==> src/pfc_pkg.sv <==
// Constants, command codes and carrier types for the parallel flash host.
// Assumes a single 100 MHz clock; the flash itself has no clock.
package pfc_pkg;

    // ==========================================================
    // Timing
    localparam int CLK_PERIOD_NS = 10;
    localparam int T_SETUP_NS    = 20;
    localparam int T_STROBE_NS   = 120;
    localparam int T_HOLD_NS     = 20;
    localparam int SETUP_CYC     = (T_SETUP_NS + CLK_PERIOD_NS - 1) / CLK_PERIOD_NS;
    localparam int STROBE_CYC    = (T_STROBE_NS + CLK_PERIOD_NS - 1) / CLK_PERIOD_NS;
    localparam int HOLD_CYC      = (T_HOLD_NS + CLK_PERIOD_NS - 1) / CLK_PERIOD_NS;
    localparam logic [3:0] SETUP_CNT  = 4'(SETUP_CYC);
    localparam logic [3:0] STROBE_CNT = 4'(STROBE_CYC);
    localparam logic [3:0] HOLD_CNT   = 4'(HOLD_CYC);

    // ==========================================================
    // Command sequence values
    localparam logic [19:0] ADDR_UNLOCK1 = 20'h05555;
    localparam logic [19:0] ADDR_UNLOCK2 = 20'h02aaa;
    localparam logic [15:0] DATA_UNLOCK1 = 16'h00aa;
    localparam logic [15:0] DATA_UNLOCK2 = 16'h0055;
    localparam logic [7:0]  CMD_READ_RESET    = 8'hf0;
    localparam logic [7:0]  CMD_ID_READ       = 8'h90;
    localparam logic [7:0]  CMD_PAGE_PROGRAM  = 8'ha0;
    localparam logic [7:0]  CMD_ERASE_SETUP   = 8'h80;
    localparam logic [7:0]  CMD_READ_STATUS   = 8'h70;
    localparam logic [7:0]  CMD_CLEAR_STATUS  = 8'h50;
    localparam logic [7:0]  CMD_ERASE_CONFIRM = 8'h10;
    localparam logic [2:0]  LEN_SINGLE = 3'h1;
    localparam logic [2:0]  LEN_SHORT  = 3'h3;
    localparam logic [2:0]  LEN_NORMAL = 3'h4;
    localparam logic [2:0]  LEN_ERASE  = 3'h6;
    localparam logic [19:0] ID_MAKER_OFS = 20'h00000;
    localparam logic [19:0] ID_PART_OFS  = 20'h00001;
    localparam int STATUS_READY_BIT = 7;
    localparam int ERASE_FAIL_BIT   = 5;
    localparam int PROG_FAIL_BIT    = 4;

    // ==========================================================
    // Types
    typedef enum logic [3:0]
    {
        OP_ARRAY_READ = 4'h0,
        OP_READ_RESET = 4'h1,
        OP_ID_CMD     = 4'h2,
        OP_PROGRAM    = 4'h3,
        OP_ERASE      = 4'h4,
        OP_STATUS     = 4'h5,
        OP_CLEAR      = 4'h6,
        OP_HW_ID      = 4'h7,
        OP_POLL       = 4'h8
    } pfc_op_e;

    typedef enum logic [3:0]
    {
        ST_IDLE  = 4'h1,
        ST_ISSUE = 4'h2,
        ST_WAIT  = 4'h4,
        ST_RESP  = 4'h8
    } pfc_state_e;

    typedef enum logic [3:0]
    {
        PH_IDLE   = 4'h1,
        PH_SETUP  = 4'h2,
        PH_STROBE = 4'h4,
        PH_HOLD   = 4'h8
    } pfc_phase_e;

    typedef struct packed
    {
        pfc_op_e     op;
        logic        x16;
        logic        byte_sel;
        logic [19:0] addr;
        logic [15:0] data;
    } pfc_req_s;

    typedef struct packed
    {
        logic        write;
        logic        hv_id;
        logic        x16;
        logic        byte_sel;
        logic [19:0] addr;
        logic [15:0] data;
    } pfc_cyc_s;

endpackage

==> src/pfc_bus_cycle.sv <==
// One asynchronous flash bus cycle: setup, chip-select strobe, hold.
// Assumes start is raised only while idle and cyc is valid with it.
`timescale 1ns/1ns
module pfc_bus_cycle
    import pfc_pkg::*;
(
    input  wire logic        mclk,
    input  wire logic        rst_b,
    input  wire logic        start,
    input  wire pfc_cyc_s    cyc,
    output logic             done,
    output logic [15:0]      rdata,
    output logic [19:0]      flash_addr,
    output logic             flash_ce_b,
    output logic             flash_oe_b,
    output logic             flash_byte_hi,
    output logic             flash_vpp_en,
    output logic             flash_a9_hv_en,
    output logic [15:0]      dq_out,
    output logic [15:0]      dq_oe,
    input  wire logic [15:0] dq_in
);

    pfc_phase_e  phase_reg, phase_next;
    logic [3:0]  cnt_reg, cnt_next;
    pfc_cyc_s    cyc_reg, cyc_next;
    logic        done_next;
    logic [15:0] rdata_next;

    // ==========================================================
    // Sequencing
    wire phase_end = (cnt_reg == 4'h0);
    wire active    = (phase_next != PH_IDLE);
    wire strobe    = (phase_next == PH_STROBE);
    wire sample    = (phase_reg == PH_STROBE) && phase_end && !cyc_reg.write;
    wire [15:0] rd_masked = cyc_reg.x16 ? dq_in : {8'h00, dq_in[7:0]};

    always_comb
    begin
        phase_next = phase_reg;
        cnt_next   = (cnt_reg == 4'h0) ? 4'h0 : cnt_reg - 4'h1;
        cyc_next   = cyc_reg;
        done_next  = 1'b0;
        case (phase_reg)
            PH_IDLE:
                if (start)
                begin
                    phase_next = PH_SETUP;
                    cnt_next   = SETUP_CNT - 4'h1;
                    cyc_next   = cyc;
                end
            PH_SETUP:
                if (phase_end)
                begin
                    phase_next = PH_STROBE;
                    cnt_next   = STROBE_CNT - 4'h1;
                end
            PH_STROBE:
                if (phase_end)
                begin
                    phase_next = PH_HOLD;
                    cnt_next   = HOLD_CNT - 4'h1;
                end
            PH_HOLD:
                if (phase_end)
                begin
                    phase_next = PH_IDLE;
                    done_next  = 1'b1;
                end
            default:
                phase_next = PH_IDLE;
        endcase
    end

    // Read path: only low byte carries status or x8 data
    assign rdata_next = sample ? rd_masked : rdata;

    always_ff @(posedge mclk or negedge rst_b)
    begin
        if (!rst_b)
        begin
            phase_reg <= PH_IDLE;
            cnt_reg   <= 4'h0;
            cyc_reg   <= '0;
            done      <= 1'b0;
            rdata     <= 16'h0000;
        end
        else
        begin
            phase_reg <= phase_next;
            cnt_reg   <= cnt_next;
            cyc_reg   <= cyc_next;
            done      <= done_next;
            rdata     <= rdata_next;
        end
    end

    // ==========================================================
    // Pins, registered from the next phase
    wire        vpp_next  = active && cyc_next.write;
    wire        oe_b_next = !(strobe && !cyc_next.write);
    wire [15:0] out_next  = cyc_next.write ? cyc_next.data : {cyc_next.byte_sel, 15'h0000};
    wire [15:0] oe_next   = !active ? 16'h0000 :
                            cyc_next.write ? 16'hffff :
                            cyc_next.x16 ? 16'h0000 : 16'h8000;

    always_ff @(posedge mclk or negedge rst_b)
    begin
        if (!rst_b)
        begin
            flash_addr     <= 20'h00000;
            flash_ce_b     <= 1'b1;
            flash_oe_b     <= 1'b1;
            flash_byte_hi  <= 1'b1;
            flash_vpp_en   <= 1'b0;
            flash_a9_hv_en <= 1'b0;
            dq_out         <= 16'h0000;
            dq_oe          <= 16'h0000;
        end
        else
        begin
            flash_addr     <= cyc_next.addr;
            flash_ce_b     <= !strobe;
            flash_oe_b     <= oe_b_next;
            flash_byte_hi  <= cyc_next.x16;
            flash_vpp_en   <= vpp_next;
            flash_a9_hv_en <= active && cyc_next.hv_id;
            dq_out         <= out_next;
            dq_oe          <= oe_next;
        end
    end

    // ==========================================================
    // Checks
    a_write_gate_high: assert property (@(posedge mclk) disable iff (!rst_b)
        (!flash_ce_b && flash_vpp_en) |-> flash_oe_b)
        else $error("write strobe with output gate low");
    a_strobe_width: assert property (@(posedge mclk) disable iff (!rst_b)
        $fell(flash_ce_b) |-> ##11 !flash_ce_b ##1 flash_ce_b)
        else $error("chip select strobe width wrong");
    a_data_held_rise: assert property (@(posedge mclk) disable iff (!rst_b)
        ($rose(flash_ce_b) && flash_vpp_en) |-> $stable(dq_out) && dq_oe == 16'hffff)
        else $error("write data not held at strobe rise");
    a_vpp_spans_write: assert property (@(posedge mclk) disable iff (!rst_b)
        ($fell(flash_ce_b) && flash_vpp_en) |-> flash_vpp_en[*8])
        else $error("program voltage dropped inside write");

endmodule

==> src/pfc_flash_host.sv <==
// Host controller that runs command sequences on a parallel NOR flash.
// Assumes the board turns vpp_en and a9_hv_en into the high pin voltages.
`timescale 1ns/1ns
module pfc_flash_host
    import pfc_pkg::*;
(
    input  wire logic        mclk,
    input  wire logic        rst_b,
    input  wire logic        req_valid,
    input  wire pfc_req_s    req,
    output logic             req_ready,
    output logic             resp_valid,
    output logic [15:0]      resp_data,
    output logic [19:0]      flash_addr,
    output logic             flash_ce_b,
    output logic             flash_oe_b,
    output logic             flash_byte_hi,
    output logic             flash_vpp_en,
    output logic             flash_a9_hv_en,
    output logic [15:0]      dq_out,
    output logic [15:0]      dq_oe,
    input  wire logic [15:0] dq_in
);

    logic        rst_meta_reg;
    logic        rst_sync_reg;
    pfc_state_e  state_reg, state_next;
    pfc_req_s    req_reg, req_next;
    logic [2:0]  idx_reg, idx_next;
    logic [2:0]  cyc_count_reg;
    logic        resp_valid_next;
    logic [15:0] resp_data_next;
    logic        bus_done;
    logic [15:0] bus_rdata;
    pfc_cyc_s    cur_cyc;

    // ==========================================================
    // Reset release
    always_ff @(posedge mclk or negedge rst_b)
    begin
        if (!rst_b)
        begin
            rst_meta_reg <= 1'b0;
            rst_sync_reg <= 1'b0;
        end
        else
        begin
            rst_meta_reg <= 1'b1;
            rst_sync_reg <= rst_meta_reg;
        end
    end

    // ==========================================================
    // Command tables
    function automatic logic [7:0] pfc_code(input pfc_op_e op);
        logic [7:0] c;
        c = CMD_READ_RESET;
        case (op)
            OP_ID_CMD:  c = CMD_ID_READ;
            OP_PROGRAM: c = CMD_PAGE_PROGRAM;
            OP_ERASE:   c = CMD_ERASE_SETUP;
            OP_STATUS:  c = CMD_READ_STATUS;
            OP_CLEAR:   c = CMD_CLEAR_STATUS;
            default:    c = CMD_READ_RESET;
        endcase
        return c;
    endfunction

    function automatic logic [2:0] pfc_len(input pfc_op_e op);
        logic [2:0] n;
        n = LEN_NORMAL;
        case (op)
            OP_ARRAY_READ, OP_HW_ID, OP_POLL: n = LEN_SINGLE;
            OP_CLEAR: n = LEN_SHORT;
            OP_ERASE: n = LEN_ERASE;
            default:  n = LEN_NORMAL;
        endcase
        return n;
    endfunction

    function automatic pfc_cyc_s pfc_step(input pfc_req_s r, input logic [2:0] i);
        pfc_cyc_s c;
        c.write    = 1'b1;
        c.hv_id    = 1'b0;
        c.x16      = 1'b1;
        c.byte_sel = 1'b0;
        c.addr     = ADDR_UNLOCK1;
        c.data     = DATA_UNLOCK1;
        case (i)
            3'h1, 3'h4:
            begin
                c.addr = ADDR_UNLOCK2;
                c.data = DATA_UNLOCK2;
            end
            3'h2: c.data = {8'h00, pfc_code(r.op)};
            3'h5: c.data = {8'h00, CMD_ERASE_CONFIRM};
            3'h3:
                if (r.op != OP_ERASE)
                begin
                    c.write    = (r.op == OP_PROGRAM);
                    c.x16      = c.write | r.x16;
                    c.byte_sel = r.byte_sel;
                    c.addr     = r.addr;
                    c.data     = r.data;
                end
            default: ;
        endcase
        if (pfc_len(r.op) == LEN_SINGLE)
        begin
            c.write    = 1'b0;
            c.x16      = r.x16;
            c.byte_sel = r.byte_sel;
            c.hv_id    = (r.op == OP_HW_ID);
            c.addr     = c.hv_id ? {18'h00000, 1'b0, r.addr[0]} : r.addr;
            c.data     = 16'h0000;
        end
        return c;
    endfunction

    // ==========================================================
    // Sequencer
    assign cur_cyc = pfc_step(req_reg, idx_reg);
    wire accept    = (state_reg == ST_IDLE) && req_valid && req_ready;
    wire last_cyc  = (idx_reg == pfc_len(req_reg.op) - 3'h1);
    wire not_ready = !bus_rdata[STATUS_READY_BIT];
    wire repoll    = (req_reg.op == OP_POLL) && not_ready;
    wire bus_start = (state_reg == ST_ISSUE);

    always_comb
    begin
        state_next      = state_reg;
        req_next        = req_reg;
        idx_next        = idx_reg;
        resp_valid_next = 1'b0;
        resp_data_next  = resp_data;
        case (state_reg)
            ST_IDLE:
                if (accept)
                begin
                    state_next = ST_ISSUE;
                    req_next   = req;
                    idx_next   = 3'h0;
                end
            ST_ISSUE:
                state_next = ST_WAIT;
            ST_WAIT:
                if (bus_done)
                begin
                    if (!last_cyc)
                    begin
                        idx_next   = idx_reg + 3'h1;
                        state_next = ST_ISSUE;
                    end
                    else if (repoll)
                        state_next = ST_ISSUE;
                    else
                    begin
                        state_next      = ST_RESP;
                        resp_valid_next = 1'b1;
                        resp_data_next  = bus_rdata;
                    end
                end
            ST_RESP:
                state_next = ST_IDLE;
            default:
                state_next = ST_IDLE;
        endcase
    end

    always_ff @(posedge mclk or negedge rst_sync_reg)
    begin
        if (!rst_sync_reg)
        begin
            state_reg  <= ST_IDLE;
            req_reg    <= '0;
            idx_reg    <= 3'h0;
            req_ready  <= 1'b0;
            resp_valid <= 1'b0;
            resp_data  <= 16'h0000;
        end
        else
        begin
            state_reg  <= state_next;
            req_reg    <= req_next;
            idx_reg    <= idx_next;
            req_ready  <= (state_next == ST_IDLE);
            resp_valid <= resp_valid_next;
            resp_data  <= resp_data_next;
        end
    end

    // ==========================================================
    // Bus cycle engine
    pfc_bus_cycle u_cycle
    (
        .mclk           (mclk),
        .rst_b          (rst_sync_reg),
        .start          (bus_start),
        .cyc            (cur_cyc),
        .done           (bus_done),
        .rdata          (bus_rdata),
        .flash_addr     (flash_addr),
        .flash_ce_b     (flash_ce_b),
        .flash_oe_b     (flash_oe_b),
        .flash_byte_hi  (flash_byte_hi),
        .flash_vpp_en   (flash_vpp_en),
        .flash_a9_hv_en (flash_a9_hv_en),
        .dq_out         (dq_out),
        .dq_oe          (dq_oe),
        .dq_in          (dq_in)
    );

    // ==========================================================
    // Checks
    always_ff @(posedge mclk or negedge rst_sync_reg)
    begin
        if (!rst_sync_reg)
            cyc_count_reg <= 3'h0;
        else if (accept)
            cyc_count_reg <= 3'h0;
        else if (bus_done && cyc_count_reg != 3'h7)
            cyc_count_reg <= cyc_count_reg + 3'h1;
    end

    a_unlock_first: assert property (@(posedge mclk) disable iff (!rst_sync_reg)
        (bus_start && idx_reg == 3'h0 && pfc_len(req_reg.op) != 3'h1)
        |-> cur_cyc.addr == 20'h05555 && cur_cyc.data == 16'h00aa && cur_cyc.write)
        else $error("first unlock write wrong");
    a_erase_length: assert property (@(posedge mclk) disable iff (!rst_sync_reg)
        (resp_valid && req_reg.op == OP_ERASE) |-> cyc_count_reg == 3'h6)
        else $error("erase sequence length wrong");
    a_clear_length: assert property (@(posedge mclk) disable iff (!rst_sync_reg)
        (resp_valid && req_reg.op == OP_CLEAR) |-> cyc_count_reg == 3'h3)
        else $error("clear status sequence length wrong");
    a_erase_confirm: assert property (@(posedge mclk) disable iff (!rst_sync_reg)
        (bus_start && req_reg.op == OP_ERASE && idx_reg == 3'h5)
        |-> cur_cyc.addr == 20'h05555 && cur_cyc.data == 16'h0010)
        else $error("erase confirm write wrong");
    a_id_bit_one: assert property (@(posedge mclk) disable iff (!rst_sync_reg)
        (flash_a9_hv_en && !flash_ce_b) |-> !flash_addr[1] && flash_vpp_en == 1'b0)
        else $error("identifier read with address bit one high");
    a_poll_ready: assert property (@(posedge mclk) disable iff (!rst_sync_reg)
        (resp_valid && req_reg.op == OP_POLL) |-> resp_data[7])
        else $error("poll finished while busy");
    a_resp_pulse: assert property (@(posedge mclk) disable iff (!rst_sync_reg)
        resp_valid |=> !resp_valid && req_ready)
        else $error("response not a single pulse");

    c_erase_done:   cover property (@(posedge mclk) resp_valid && req_reg.op == OP_ERASE);
    c_program_done: cover property (@(posedge mclk) resp_valid && req_reg.op == OP_PROGRAM);
    c_hw_id_read:   cover property (@(posedge mclk) resp_valid && req_reg.op == OP_HW_ID);
    c_poll_retry:   cover property (@(posedge mclk) bus_done && repoll && last_cyc);

endmodule

==> config.mk <==
export PLATFORM = sky130hd
export DESIGN_NAME = pfc_flash_host
export DESIGN_NICKNAME = d
export VERILOG_FILES = /design/src/pfc_pkg.sv /design/src/pfc_bus_cycle.sv /design/src/pfc_flash_host.sv
export SDC_FILE = /design/constraint.sdc
export NUM_CORES = 1
export LEC_CHECK = 0
export BUFFER_PORTS_ARGS = -buffer_cell sky130_fd_sc_hd__buf_2
export CELL_PAD_IN_SITES_DETAIL_PLACEMENT = 0
export CELL_PAD_IN_SITES_GLOBAL_PLACEMENT = 1
export CORE_ASPECT_RATIO = 2
export CORE_MARGIN = 2
export CORE_UTILIZATION = 35
export DETAILED_ROUTE_END_ITERATION = 16
export PLACE_DENSITY_LB_ADDON = 0.3
export SLEW_MARGIN = 10
export SYNTH_ARGS = -nofsm -noshare
export SYNTH_HDL_FRONTEND = slang
export SYNTH_HIERARCHICAL = 1
export SYNTH_SLANG_ARGS = --single-unit
==> constraint.sdc <==
create_clock -name mclk -period 5.4 [get_ports mclk]
set_input_delay 0.54 -clock mclk [delete_from_list [all_inputs] [get_ports mclk]]
set_output_delay 0.54 -clock mclk [all_outputs]
set_load 0.01 [all_outputs]
After elaboration in Yosys (flattened, before gate mapping)
Cells that the tools add are included.
{ "word_totals": {"in_bits": 61, "out_inout_bits": 75, "regBits": 171} }
{ "classes": {"bitwise_logic": 2, "mux": 42, "reduce_logical": 22, "addsub": 3, "eq_ne": 28} }
{ "ops": {"columns": ["op", "n"], "rows": [
  ["40-bit 2-to-1 mux", 3],
  ["16-bit 2-to-1 mux", 5],
  ["16-bit case mux with 4 select lines", 1],
  ["4-bit 2-to-1 mux", 12],
  ["20-bit case mux with 2 select lines", 1],
  ["8-bit case mux with 5 select lines", 1],
  ["38-bit 2-to-1 mux", 1],
  ["4-bit by 3-bit equality test with 1-bit output (second input constant)", 7],
  ["4-bit case mux with 3 select lines", 2],
  ["20-bit 2-to-1 mux", 1],
  ["4-bit by 2-bit equality test with 1-bit output (second input constant)", 4],
  ["4-bit case mux with 4 select lines", 1],
  ["4-bit by 1-bit equality test with 1-bit output (second input constant)", 3],
  ["3-bit 2-to-1 mux", 3],
  ["3-bit case mux with 3 select lines", 1],
  ["4-bit equality test (second input constant)", 2],
  ["1-bit logical AND", 8],
  ["4-bit logical NOT", 2],
  ["1-bit 2-to-1 mux", 8],
  ["4-bit AND reduction", 2],
  ["3-bit by 1-bit equality test with 1-bit output (second input constant)", 2],
  ["3-bit by 2-bit equality test with 1-bit output (second input constant)", 2],
  ["3-bit equality test (second input constant)", 2],
  ["3-bit case mux with 2 select lines", 1],
  ["other kinds (16)", 22]
]} }

Depth between registers and ports, before layout
{ "depth": {"depth_word": 10, "depth_mapped": 10, "depth_no_buf": 9} }

By module
The synthesis kept the hierarchy.
{ "by_module_without_submodules": {"columns": ["module", "area_per_inst_um2", "instances", "cells_per_inst"], "rows": [
  ["pfc_bus_cycle", 3842.4, 1, 303],
  ["pfc_flash_host", 3462.1, 1, 292]
]} }

Least setup slack after synthesis
Ideal clock, no wire load.
{ "synth_path": {"path_kind": "register to register", "from": "register req_reg[40] in the netlist's numbering", "to": "register resp_data[10]", "setup_slack_ps": 2676, "setup_ps": 125, "required_ps": 5275, "stages_incl_launch_ff": 10, "arrival_time_ps": 2599, "cell_sequence": "dfrtp_1 -> buf_4 -> and3b_1 -> or2_4 -> ha_1 -> xnor2_1 -> o21ai_4 -> nor4b_4 -> buf_6 -> mux2_4"} }
{ "synth_via": {"elab_chain_cells": 6, "word_cells_on_any_way": 12, "classes_between": "add/sub (1); eq/ne (5); mux (1); bitwise (1); reduce/logical (4)"} }
{ "synth_rtl": {"columns": ["item", "line", "text"], "rows": [
  ["start: declaration", "pfc_flash_host.sv:28", "pfc_req_s req_reg, req_next;"],
  ["start signal: assignment", "pfc_flash_host.sv:184", "req_reg <= req_next;"],
  ["4-bit by 3-bit equality test with 1-bit output, or another cell as far along", "pfc_flash_host.sv:72", "case (op)"],
  ["3-bit OR reduction", "pfc_flash_host.sv:72", null],
  ["3-bit case mux with 3 select lines", "pfc_flash_host.sv:72", null],
  ["3-bit by 1-bit subtractor with 3-bit output", "pfc_flash_host.sv:124", "wire last_cyc = (idx_reg == pfc_len(req_reg.op) - 3'h1);"],
  ["3-bit equality test", "pfc_flash_host.sv:124", null],
  ["4-bit AND reduction (no source line) *", null, null],
  ["end signal: assignment", "pfc_flash_host.sv:188", "resp_data <= resp_data_next;"],
  ["end: declaration", "pfc_flash_host.sv:13", "output logic [15:0] resp_data,"]
]} }
Every way passes the cells marked *; elsewhere a longest branch is shown, timed or not.
A chain may end at the register's enable or synchronous reset.

==> results_tabular.tex <==
\begin{tabular}{lr}
\hline
Metric & Value \\
\hline
\multicolumn{2}{l}{\textbf{Run status}} \\
Status & finished, final reports clean \\
\multicolumn{2}{l}{\textbf{STA}} \\
Setup total negative slack & 0 ps \\
RSZ-0062 raised after global routing & no \\
Clock skew after layout & 6.53 ps \\
Slew Viols, Final & 0 \\
Final setup viols & 0 \\
Hold Violations, Final & 0 \\
Relative slew slack & 22.1\% \\
Worst-margin pin slew & 1170 ps \\
Ratio of final minimum period to clock period & 56.3\% \\
Min cycle time layout & 3040 ps \\
Final-layout worst hold slack & 345 ps \\
Highest Clock Rate & 329 MHz \\
\multicolumn{2}{l}{\textbf{Clock tree}} \\
Clock root buffer & clkbuf\_16 \\
CTS sink count & 156 \\
Max H-tree Level & 4 \\
Number of clock buffers inserted by TritonCTS & 17 \\
CTS max path bufs & 2 \\
Clock transition at the registers of the reported paths & 60 ps \\
Worst-skew pair later-pin latency & 420 ps \\
CTS tree & built \\
\multicolumn{2}{l}{\textbf{Place}} \\
Area post-placement & 7940 µm² \\
Number of I/O port buffers & 135 \\
Total placed cells including tap cells & 936 \\
Detailed placement HPWL & 11800 µm \\
Final Wtd Congestion & 0.830 \\
\multicolumn{2}{l}{\textbf{Route}} \\
Iteration-0 DRC count of the detailed router & 163 \\
Residual antenna-violating net count after detailed routing & 0 \\
Post-route DRC & 0 \\
Routed wire per std cell & 16.8 µm \\
Number of iterations in the first detailed-routing pass & 4 \\
DRT Wirelength & 16300 µm \\
Vias per cell & 4.90 \\
Via total after detailed routing & 4735 \\
\multicolumn{2}{l}{\textbf{Finish}} \\
Fill cell count & 1950 \\
Number of nets at the end of the flow & 759 \\
Total non-filler cell area in the finished layout & 8600 µm² \\
Post-layout utilization of the core & 42.0\% \\
Antenna diode count & 0 \\
Final instance count without filler cells & 967 \\
Flip-flop count of the largest register after layout & 42 \\
Signed area change from the synthesized netlist to the final layout & 17.7\% \\
Share of cells above drive strength 1 & 42.1\% \\
\multicolumn{2}{l}{\textbf{Yosys}} \\
Net count after synthesis & 664 \\
Top cell type by total area after synthesis & dfrtp\_1 \\
Flops \& latches, synth & 156 \\
Number of warnings issued by yosys & 6 \\
Cell area after technology mapping & 7300 µm² \\
Share of Yosys cell area claimed by the top area cell type & 51.7\% \\
Dominant cells by area after synthesis & dfrtp\_1, mux2\_2, mux2i\_1, buf\_4, nand2\_1 \\
Post-Synthesis Mean Instance Area & 12.3 µm² \\
Count of distinct cell types in the synthesized netlist & 61 \\
Synthesized instance count & 595 \\
Share of synthesized area occupied by flip-flops and latches & 53.5\% \\
Most common flop cell mapped by yosys & dfrtp\_1 \\
Most used standard cell by instance count after synthesis & dfrtp\_1 \\
Share of synthesized flip-flops with an asynchronous set or reset & 100\% \\
Leading cell types by count after synthesis & dfrtp\_1, mux2\_2, nand2\_1, buf\_4, mux2i\_1 \\
EDFF count, synth & 0 \\
\multicolumn{2}{l}{\textbf{Global routing}} \\
Total gr overflow & 0 \\
Number of global-route vias before repair & 5250 \\
Number of antenna violations at the first check in global routing & 0 \\
Maximum number of pins on one net before global-route repair & 79 \\
First-pass GRT wire length & 27000 µm \\
Global router's overall resource usage & 15.6\% \\
\multicolumn{2}{l}{\textbf{Worst setup path}} \\
Worst reg2reg path startpoint & req\_reg[40] \\
Biggest fanout along the worst timing path & 17 \\
Worst reg2reg setup slack & 2360 ps \\
R2R cell count & 8 \\
End of the worst register-to-register path & u\_cycle/flash\_addr[10] \\
Worst EP required & 5700 ps \\
Worst setup path class & register to register \\
Type of origin of the critical path & register \\
Data arrival time of the critical path & 3340 ps \\
Kind of end point of the critical path & register \\
\multicolumn{2}{l}{\textbf{Min path}} \\
Worst min-delay path category & input pin to register \\
Hold path cells & 2 \\
Hold EP & req\_reg[37] \\
Beginning of the worst hold path & req[37] \\
\multicolumn{2}{l}{\textbf{Power and ir drop}} \\
Power per cell area & 530 nW/µm² \\
VDD IR max & 364 µV \\
Leakage component of the power & 4.28 nW \\
\multicolumn{2}{l}{\textbf{Job}} \\
MaxCap Viol Count & 0 \\
\multicolumn{2}{l}{\textbf{Floorplan}} \\
Horiz. Die Dim & 106 µm \\
Num ports & 136 \\
Initial standard-cell utilization of the core & 35.7\% \\
Standard cell core area & 20500 µm² \\
Num rows & 74 \\
Die Area & 22100 µm² \\
Vertical extent of the die & 208 µm \\
\hline
\end{tabular}
## worst max-delay path by stage
stage,start,endpoint,slack (ps),cells past startpoint
6_report,req_reg[40],u_cycle/flash_addr[10],2360,8
4_1_cts,req_reg[40],u_cycle/flash_addr[10],2390,8
3_5_place_dp,req_reg[40],u_cycle/flash_addr[10],2430,8
3_3_place_gp,req_reg[39],resp_data[4],2530,8
2_1_floorplan,rst_sync_reg,idx_reg[0],740,0
5_1_grt,req_reg[40],u_cycle/flash_addr[10],2120,8
## critical path, stage by stage (launching register included)
cell,delay (ps)
dfrtp_1,680
and3b_1,270
or2_4,150
ha_1,270
a31oi_1,120
o221ai_1,610
nor2_1,300
o21a_1,250
mux2_2,280
## area by class of cell
cell class | instances | area (µm²) | share of cell area, %
clock buffers | 24 | 492 | 5.72
well taps | 266 | 333 | 3.87
inverters | 20 | 75.1 | 0.873
multi-input cells | 357 | 2910 | 33.9
flip-flops and latches | 156 | 3910 | 45.5
repair buffers | 138 | 713 | 8.30
clock inverters | 6 | 158 | 1.83
## repair_timing
item,CTS,global route
hold buffers,1,0
buffers inserted,0,0
endpoints found under the hold margin,2,0
endpoints found under the setup margin,0,0
resized for setup,0,0
## per-stage QoR
| step | power (mW) | setup WS (ps) |
|---|---|---|
| 2_1_floorplan | 2.96 | 740 |
| 3_3_place_gp | 3.22 | 2530 |
| 3_5_place_dp | 3.28 | 2430 |
| 4_1_cts | 4.63 | 2390 |
| 5_1_grt | 4.86 | 2120 |
| 6_report | 4.56 | 2360 |
## logic make-up (layout without fill, tap and decap cells)
kind of cell / after synthesis / in the layout / synth area share [%]
AOI/OAI and AO/OA: 66 / 66 / 6.10
xor gates and xnor gates: 4 / 4 / 0.480
adders and majority gates: 8 / 8 / 1.37
other: 1 / 1 / 0.0513
muxes: 134 / 134 / 20.6
DFF: 156 / 156 / 53.5
and+or+nand+nor: 144 / 144 / 11.2
buffers and inverters: 82 / 188 / 6.71
## layout by cell type (no fill, tap or decap), types with 10 or more instances in the layout
cell type	count
o21a_1	10
mux2i_1	30
buf_2	135
inv_1	20
a21oi_1	13
clkbuf_16	17
mux2_2	95
nor2_1	27
dfrtp_1	150
o21ai_0	17
nand2_1	54
## layer usage
metal	routed length [µm]	share of wire (%)	vias up	global-route usage [%]
met3	653	4.0	23	4.01
met4	388	2.4	0	6.62
met5	0	0	-	0
li1	-	-	2217	-
met1	6080	37	2375	16.5
met2	9150	56	120	28.7
## power breakdown
part	internal (mW)	total, mW	switching, mW
clock network	0.865	1.32	0.451
registers	1.51	1.82	0.306
logic	0.687	1.43	0.739
total	3.06	4.56	1.50
(Power assumes the default switching activity.)
